### config.mk
export PLATFORM = sky130hd
export DESIGN_NAME = cflu_unit
export DESIGN_NICKNAME = d
export VERILOG_FILES = /design/src/logic/cflu_pkg.sv /design/src/logic/cflu_unit.sv
export SDC_FILE = /design/constraint.sdc
export NUM_CORES = 1
export LEC_CHECK = 0
export BUFFER_PORTS_ARGS = -buffer_cell sky130_fd_sc_hd__buf_2
export CAP_MARGIN = 20
export CELL_PAD_IN_SITES_DETAIL_PLACEMENT = 0
export CELL_PAD_IN_SITES_GLOBAL_PLACEMENT = 1
export CORE_ASPECT_RATIO = 0.8
export CORE_UTILIZATION = 33
export CTS_BUF_LIST = sky130_fd_sc_hd__clkbuf_16
export DETAILED_ROUTE_END_ITERATION = 16
export GPL_TIMING_DRIVEN = 0
export PLACE_DENSITY = 0.75
export SLEW_MARGIN = 20
export SYNTH_ARGS = -nofsm -noshare
export SYNTH_HDL_FRONTEND = slang
export SYNTH_SLANG_ARGS = --single-unit
### constraint.sdc
create_clock -name clk_i -period 4.2 [get_ports clk_i]
set_input_delay 0.84 -clock clk_i [delete_from_list [all_inputs] [get_ports clk_i]]
set_output_delay 0.84 -clock clk_i [all_outputs]
set_load 0.05 [all_outputs]
### src/logic/cflu_pkg.sv
// constants and types of the condition-field logic unit
package cflu_pkg;
    // primary and extended opcodes
    localparam logic [5:0] OPC_X_FORM   = 6'h1f;   // 31
    localparam logic [5:0] OPC_CMPLI    = 6'h0a;   // 10
    localparam logic [5:0] OPC_XL_FORM  = 6'h13;   // 19
    localparam logic [9:0] XO_CMPL      = 10'h020; // 32
    localparam logic [9:0] XO_CLZ       = 10'h01a; // 26
    localparam logic [9:0] XO_CR_AND    = 10'h101; // 257
    localparam logic [9:0] XO_CR_ANDC   = 10'h081; // 129
    localparam logic [9:0] XO_CR_EQV    = 10'h121; // 289
    localparam logic [9:0] XO_CR_NAND   = 10'h0e1; // 225
    localparam logic [9:0] XO_CR_NOR    = 10'h021; // 33
    localparam logic [9:0] XO_CR_OR     = 10'h1c1; // 449
    localparam logic [9:0] XO_CR_ORC    = 10'h1a1; // 417

    // instruction field positions (bit 31 of the word is its msb)
    localparam int OPC_HI   = 31;
    localparam int FLD_HI   = 25;  // dest_field_selector, 3 bits
    localparam int DSTB_HI  = 25;  // dest_bit_selector / count_source_reg
    localparam int SRCA_HI  = 20;  // first_bit_selector / first_source_reg
    localparam int SRCB_HI  = 15;  // second_bit_selector / second_source_reg
    localparam int XO_HI    = 10;
    localparam int REC_POS  = 0;   // record_bit
    localparam int IMM_W    = 16;

    // wishbone register offsets (byte addresses)
    localparam logic [3:0] OFS_COND   = 4'h0;
    localparam logic [3:0] OFS_FXEXC  = 4'h4;
    localparam logic [3:0] OFS_COUNT  = 4'h8;
    localparam int         SO_POS     = 31;  // summary overflow, msb of fixed_point_exception_reg

    localparam logic [31:0] COND_RST  = 32'h0000_0000;
    localparam logic        SO_RST    = 1'b0;

    typedef enum {
        CFLU_OP_NONE,
        CFLU_OP_CMPL,
        CFLU_OP_CMPLI,
        CFLU_OP_CLZ,
        CFLU_OP_CRLOG
    } cflu_op_t;
endpackage

### src/logic/cflu_unit.sv
// condition-field logic unit: logical compares, leading-zero count, condition-bit logic
//
// The Wishbone interface to the registers and the register offsets were left to the implementer.
module cflu_unit #(
    parameter int DATA_W = 32,
    parameter int ADR_W  = 4
) (
    input  wire logic              clk_i,
    input  wire logic              rst_i,
    // instruction issue from decode
    input  wire logic              issue_valid_i,
    input  wire logic [31:0]       issue_instr_i,
    input  wire logic [DATA_W-1:0] first_source_reg_i,
    input  wire logic [DATA_W-1:0] second_source_reg_i,
    input  wire logic [DATA_W-1:0] count_source_reg_i,
    // general register write-back
    output logic                   gpr_wr_en_o,
    output logic [4:0]             gpr_wr_idx_o,
    output logic [DATA_W-1:0]      gpr_wr_data_o,
    output logic                   done_o,
    output logic [31:0]            condition_register_o,
    // classic wishbone slave
    input  wire logic              wb_cyc_i,
    input  wire logic              wb_stb_i,
    input  wire logic              wb_we_i,
    input  wire logic [ADR_W-1:0]  wb_adr_i,
    input  wire logic [3:0]        wb_sel_i,
    input  wire logic [31:0]       wb_dat_i,
    output logic [31:0]            wb_dat_o,
    output logic                   wb_ack_o
);

    logic [31:0]       cond_r;
    logic [31:0]       cond_nxt;
    logic              so_r;
    logic [31:0]       count_r;
    logic              ack_r;
    logic [31:0]       rdat_r;
    logic              gpr_en_r;
    logic [4:0]        gpr_idx_r;
    logic [DATA_W-1:0] gpr_data_r;
    logic              done_r;

    cflu_pkg::cflu_op_t op;
    logic [5:0]        opc;
    logic [9:0]        xo;
    logic [2:0]        dest_field_selector;
    logic [4:0]        dest_bit_selector;
    logic [4:0]        first_bit_selector;
    logic [4:0]        second_bit_selector;
    logic              record_bit;
    logic [DATA_W-1:0] cmp_rhs;
    logic [3:0]        cmp_field;
    logic [5:0]        clz_cnt;
    logic [3:0]        clz_field;
    logic              bit_a;
    logic              bit_b;
    logic              bit_res;
    logic              bus_wr;

    // field extraction; reserved bits are not examined at all
    assign opc                 = issue_instr_i[cflu_pkg::OPC_HI -: 6];
    assign xo                  = issue_instr_i[cflu_pkg::XO_HI -: 10];
    assign dest_field_selector = issue_instr_i[cflu_pkg::FLD_HI -: 3];
    assign dest_bit_selector   = issue_instr_i[cflu_pkg::DSTB_HI -: 5];
    assign first_bit_selector  = issue_instr_i[cflu_pkg::SRCA_HI -: 5];
    assign second_bit_selector = issue_instr_i[cflu_pkg::SRCB_HI -: 5];
    assign record_bit          = issue_instr_i[cflu_pkg::REC_POS];

    // decode; unknown encodings do nothing and signal no fault
    always_comb begin
        op = cflu_pkg::CFLU_OP_NONE;
        if (issue_valid_i) begin
            case (opc)
                cflu_pkg::OPC_X_FORM: begin
                    if (xo == cflu_pkg::XO_CMPL) begin
                        op = cflu_pkg::CFLU_OP_CMPL;
                    end else if (xo == cflu_pkg::XO_CLZ) begin
                        op = cflu_pkg::CFLU_OP_CLZ;
                    end
                end
                cflu_pkg::OPC_CMPLI: begin
                    op = cflu_pkg::CFLU_OP_CMPLI;
                end
                cflu_pkg::OPC_XL_FORM: begin
                    case (xo)
                        cflu_pkg::XO_CR_AND, cflu_pkg::XO_CR_ANDC, cflu_pkg::XO_CR_EQV,
                        cflu_pkg::XO_CR_NAND, cflu_pkg::XO_CR_NOR, cflu_pkg::XO_CR_OR,
                        cflu_pkg::XO_CR_ORC: begin
                            op = cflu_pkg::CFLU_OP_CRLOG;
                        end
                        default: begin
                            op = cflu_pkg::CFLU_OP_NONE;
                        end
                    endcase
                end
                default: begin
                    op = cflu_pkg::CFLU_OP_NONE;
                end
            endcase
        end
    end

    // unsigned compare, right operand register or zero-extended immediate
    always_comb begin
        if (op == cflu_pkg::CFLU_OP_CMPLI) begin
            cmp_rhs = {{(DATA_W-cflu_pkg::IMM_W){1'b0}}, issue_instr_i[cflu_pkg::IMM_W-1:0]};
        end else begin
            cmp_rhs = second_source_reg_i;
        end
        cmp_field = 4'h0;
        if (first_source_reg_i < cmp_rhs) begin
            cmp_field[3] = 1'b1;
        end else if (first_source_reg_i > cmp_rhs) begin
            cmp_field[2] = 1'b1;
        end else begin
            cmp_field[1] = 1'b1;
        end
        cmp_field[0] = so_r;
    end

    // leading zeros from the msb end
    always_comb begin
        clz_cnt = 6'(DATA_W);
        for (int i = 0; i < DATA_W; i++) begin
            if (count_source_reg_i[i]) begin
                clz_cnt = 6'(DATA_W - 1 - i);
            end
        end
        // signed view of the count against zero: never negative
        clz_field = {1'b0, clz_cnt != 6'h00, clz_cnt == 6'h00, so_r};
    end

    // bit k of the condition register is vector bit 31-k
    cflu_bit_pick #(
        .W (32)
    ) u_pick_a (
        .word_i (cond_r),
        .sel_i  (first_bit_selector),
        .bit_o  (bit_a)
    );

    cflu_bit_pick #(
        .W (32)
    ) u_pick_b (
        .word_i (cond_r),
        .sel_i  (second_bit_selector),
        .bit_o  (bit_b)
    );

    always_comb begin
        case (xo)
            cflu_pkg::XO_CR_AND:  bit_res = bit_a & bit_b;
            cflu_pkg::XO_CR_ANDC: bit_res = bit_a & ~bit_b;
            cflu_pkg::XO_CR_EQV:  bit_res = ~(bit_a ^ bit_b);
            cflu_pkg::XO_CR_NAND: bit_res = ~(bit_a & bit_b);
            cflu_pkg::XO_CR_NOR:  bit_res = ~(bit_a | bit_b);
            cflu_pkg::XO_CR_OR:   bit_res = bit_a | bit_b;
            cflu_pkg::XO_CR_ORC:  bit_res = bit_a | ~bit_b;
            default:              bit_res = bit_a;
        endcase
    end

    assign bus_wr = wb_cyc_i & wb_stb_i & wb_we_i & ack_r;

    // bus write first, instruction update on top of it
    always_comb begin
        cond_nxt = cond_r;
        if (bus_wr && wb_adr_i == ADR_W'(cflu_pkg::OFS_COND)) begin
            for (int b = 0; b < 4; b++) begin
                if (wb_sel_i[b]) begin
                    cond_nxt[b*8 +: 8] = wb_dat_i[b*8 +: 8];
                end
            end
        end
        case (op)
            cflu_pkg::CFLU_OP_CMPL, cflu_pkg::CFLU_OP_CMPLI: begin
                cond_nxt[31 - 4*dest_field_selector -: 4] = cmp_field;
            end
            cflu_pkg::CFLU_OP_CLZ: begin
                if (record_bit) begin
                    cond_nxt[31 -: 4] = clz_field;
                end
            end
            cflu_pkg::CFLU_OP_CRLOG: begin
                cond_nxt[5'd31 - dest_bit_selector] = bit_res;
            end
            default: begin
                cond_nxt = cond_nxt;
            end
        endcase
    end

    always_ff @(posedge clk_i) begin
        if (rst_i) begin
            cond_r <= cflu_pkg::COND_RST;
        end else begin
            cond_r <= cond_nxt;
        end
    end

    always_ff @(posedge clk_i) begin
        if (rst_i) begin
            so_r <= cflu_pkg::SO_RST;
        end else if (bus_wr && wb_adr_i == ADR_W'(cflu_pkg::OFS_FXEXC) && wb_sel_i[3]) begin
            so_r <= wb_dat_i[cflu_pkg::SO_POS];
        end
    end

    // general register write-back, only the count writes one
    always_ff @(posedge clk_i) begin
        if (rst_i) begin
            gpr_en_r   <= 1'b0;
            gpr_idx_r  <= 5'h00;
            gpr_data_r <= '0;
            done_r     <= 1'b0;
        end else begin
            gpr_en_r <= (op == cflu_pkg::CFLU_OP_CLZ);
            done_r   <= (op != cflu_pkg::CFLU_OP_NONE);
            if (op == cflu_pkg::CFLU_OP_CLZ) begin
                gpr_idx_r  <= first_bit_selector;
                gpr_data_r <= DATA_W'(clz_cnt);
            end
        end
    end

    // executed-instruction counter, readable over the bus
    always_ff @(posedge clk_i) begin
        if (rst_i) begin
            count_r <= 32'h0000_0000;
        end else if (op != cflu_pkg::CFLU_OP_NONE) begin
            count_r <= count_r + 32'h0000_0001;
        end
    end

    // one wait state: ack the cycle after the request is seen
    always_ff @(posedge clk_i) begin
        if (rst_i) begin
            ack_r  <= 1'b0;
            rdat_r <= 32'h0000_0000;
        end else begin
            ack_r <= wb_cyc_i & wb_stb_i & ~ack_r;
            if (wb_adr_i == ADR_W'(cflu_pkg::OFS_COND)) begin
                rdat_r <= cond_r;
            end else if (wb_adr_i == ADR_W'(cflu_pkg::OFS_FXEXC)) begin
                rdat_r <= {so_r, 31'h0000_0000};
            end else if (wb_adr_i == ADR_W'(cflu_pkg::OFS_COUNT)) begin
                rdat_r <= count_r;
            end else begin
                rdat_r <= 32'h0000_0000;
            end
        end
    end

    assign wb_ack_o             = ack_r;
    assign wb_dat_o             = rdat_r;
    assign gpr_wr_en_o          = gpr_en_r;
    assign gpr_wr_idx_o         = gpr_idx_r;
    assign gpr_wr_data_o        = gpr_data_r;
    assign done_o               = done_r;
    assign condition_register_o = cond_r;

endmodule

// single condition bit picked by its msb-first index
module cflu_bit_pick #(
    parameter int W = 32
) (
    input  wire logic [W-1:0]         word_i,
    input  wire logic [$clog2(W)-1:0] sel_i,
    output logic                      bit_o
);

    assign bit_o = word_i[W - 1 - int'(sel_i)];

endmodule

==> results.md <==
* Synth area leader: dfxtp_1
* Synth Cell Area at slightly below 0.008 mm²
* Largest family of logic cells by synthesized area: simple AND/OR/NAND/NOR gates
* Crit path max fanout at 10
* Predominant post-synthesis flop cell: dfxtp_1
* Commonest non-fill, non-tap cell in the layout: buf_2
* Row count at 50
* Placed Cells at 1,553
* Synth Instances at between 900 and 1,000
* Post-DP HPWL at ~23,000 µm
* Vias per inst at 5.27
* Iter 0 DRT Violations at 669
* Overflow after GRT at 0
* Die ar. at 0.0246 mm²
* RD Place Congestion at 0.872
* Kind of critical path: in -> reg
* Global-route wire length before repair at 43,300 µm
* TNS Setup at 0 ps
* Worst-skew pair later-pin latency at 360 ps
* CP bufs+invs at 3
* Ys Warns at 0
* Final hold violations at 0
* Largest net degree at the start of global routing at 21
* Layout fillers at 2,463
* Maxcap violations at 0
* Fin crit period at 4060 ps
* CP max-delay cell: mux4_2
* RR Startpoint: condition_register_o[1]
* Hold Path End: gpr_wr_idx_o[3]
* Crit-path cells: buf_2 -> mux4_2 -> mux4_2 -> mux2_2 -> ha_1 -> mux2i_1 -> mux2_2 -> nor3_1 -> o21bai_2 -> buf_2 -> nor2_1 -> a22oi_2 -> buf_4 -> o31ai_1
* XOR/XNOR Fraction of Synth Area at approximately 2.9%
* Clk sinks at about 110
* Final Skew at 13.2 ps
* Synth unique cells at 73
* Post-synth EDFFs at 0
* Max stage delay on crit path at roughly 570 ps
* Highest-count cells in the layout ignoring fill and taps: 252 x buf_2, 119 x nand2_1, 111 x dfxtp_1
* Final period util at 96.6%
* Die height at 140 µm
* IO Port Bufs at 245
* Reg-to-reg slack, setup at 480 ps
* Critical path required time at approximately 4500 ps
* Vias in the first global route at 7,588
* Pwr per Cell Area at approximately 230 mW/mm²
* CP Launch Type: primary input
* Multiplexer share of the synthesized area at 12.3%
* Drt total wl at 28,300 µm
* Peak VDD IR at between 0.15 and 0.2 mV
* Layout cells sized above 1 at 30.2%
* CTS tree: done
* Yosys top cell area share at 28.1%
* Status: finished clean
* Nets@finish at 1,465
* Antenna violations before repair at 5
* Worst hold-check path type: reg -> reg
* Register area share after synthesis at 28.1%
* Leakage at 4.38 nW
* Compound-cell area share of the yosys netlist at 18.9%
* Cts bufs inserted at 9
* Clk root buf: clkbuf_16
* Clock slew at reported path FFs at 80 ps
* GRT Total Usage at 22.8%
* Maximum root-to-sink buffer count at 2
* Min-delay src: gpr_wr_idx_o[3]
* Worst Hold Depth at 2
* Reg2Reg Capture Point: condition_register_o[11]
* # DRC at 0
* Area of the core at 0.0235 mm²
* Count of final max-slew check failures at 0
* Adder-Cell Fraction of Synth Area at under 10%
* Synth top area cells: dfxtp_1 28%, ha_1 5.9%, mux4_2 5.7%
* Avg Cell Area, Syn at just over 8 µm²
* Die outline width at 175 µm
* Final setup vio count at 0
* Initial Util at about a third
* # IOs at between 200 and 300
* Vias at 8,293
* Relative slew slack at between 30% and 40%
* Hold buffers post-CTS at 0
* Async SR Flop Fraction at 0%
* CP endpoint kind: register
* Area grow syn2layout at 26.5%
* Post-Layout Cell Count at 1,573
* Fmax achieved at 246 MHz
* Drt first pass iters at 5
* CTS H-tree depth at 3
* CP top delay family: multiplexers
* Crit path DAT at 4330 ps
* DR WL/cell at 18.0 µm
* Post-DRT Antenna Nets at 0
* Worst-Margin Slew at 1010 ps
* Util after Layout at 42.6%
* Yosys reg bits at 111
* Post-synthesis simple-gate area fraction at 25.4%
* Register-to-Register Path Depth at 13
[repair_timing]
action                                  4_1_cts  5_1_grt
gates cloned                                  0        0
endpoints found under the hold margin         0        0
buffers inserted                              1        1
pin swaps                                     2        2
endpoints found under the setup margin       24       23
resized for setup                            10       14
[kinds of logic (layout without fill, tap and decap cells)]
family	after synthesis	count (layout)
buffers and inverters	104	367
AOI/OAI and AO/OA	239	239
other	1	28
and+or+nand+nor	383	383
DFF	111	111
xor gates and xnor gates	26	26
adders and majority gates	37	37
muxes	70	70
[synthesized netlist by cell type (5+ instances only)]
cell / number
mux2i_1: 34
buf_1: 8
nand3_1: 24
a22oi_1: 32
nor4_2: 5
a21oi_1: 82
dfxtp_1: 111
o211ai_1: 9
nor3b_1: 7
nor2b_1: 6
inv_1: 27
nor3_1: 21
buf_4: 26
a21o_1: 8
o21ai_0: 50
xnor2_1: 20
o31ai_1: 7
nand2b_1: 7
nand2_1: 119
ha_1: 37
nand4_1: 16
nor4_1: 11
xor2_1: 6
or3_1: 10
or4_1: 6
nor3_2: 9
mux2_2: 16
o22ai_1: 7
clkbuf_1: 35
nor2_1: 104
mux4_2: 20
a31oi_1: 12
[per-stage QoR]
| step | cell area, µm² | power (mW) | hold WS (ps) | setup WS [ps] |
|---|---|---|---|---|
| after floorplan | 7990 | 1.31 | 455 | 59.5 |
| after global placement | 9610 | 1.47 | 436 | -1160 |
| after detailed placement | 9610 | 1.48 | 444 | -1210 |
| after CTS | 9940 | 2.33 | 464 | 16.4 |
| after global routing | 9980 | 2.42 | 472 | -18.7 |
| final | 9980 | 2.32 | 463 | 142 |
[power by group]
group / switching, mW / leakage [nW] / internal [mW]
Combinational: 0.253 / 3.35 / 0.156
Clock: 0.444 / 0.138 / 0.417
Sequential: 0.00122 / 0.894 / 1.05
[metal layers]
metal / global-route usage (%) / routed length [µm] / up-vias
met4: 4.67 / 389 / 6
met5: 0 / 35 / -
met3: 5.70 / 2650 / 34
met2: 35.7 / 12400 / 363
li1: - / - / 4068
met1: 31.4 / 12800 / 3822
[sequential cells by signal, indices dropped and copies added, names as in the netlist]
register              cells
gpr_wr_en_o               1
so_r                      1
wb_ack_o                  1
wb_dat_o                 32
condition_register_o     32
gpr_wr_idx_o              5
count_r                  32
done_o                    1
gpr_wr_data_o             6
[worst min-delay path, stage by stage (launching register included)]
cell and delay, ps:
dfxtp_1 320, nand2_1 50, a21oi_1 50
[layout make-up]
cell class              count  area, µm²  area share [%]
well taps                 312        390            3.91
inverters                  28        105            1.05
plain buffers              76        427            4.27
multi-input cells         781       5310            53.1
flip-flops and latches    111       2220            22.3
diodes                      2       5.00          0.0501
clock inverters             7       62.6           0.627
clock buffers               9        225            2.26
repair buffers            247       1240            12.4
[how the worst max path moves through the flow]
stage | to | slack, ps | cells past startpoint | start
final | condition_register_o[11] | 140 | 14 | issue_instr_i[17]
after global routing | condition_register_o[11] | -20 | 14 | issue_instr_i[16]
after CTS | condition_register_o[19] | 20 | 13 | issue_instr_i[16]
after detailed placement | condition_register_o[26] | -1210 | 13 | issue_valid_i
after global placement | condition_register_o[26] | -1160 | 13 | issue_valid_i
after floorplan | condition_register_o[11] | 60 | 13 | issue_instr_i[17]
No activity file was read; power rests on OpenSTA's default activity.
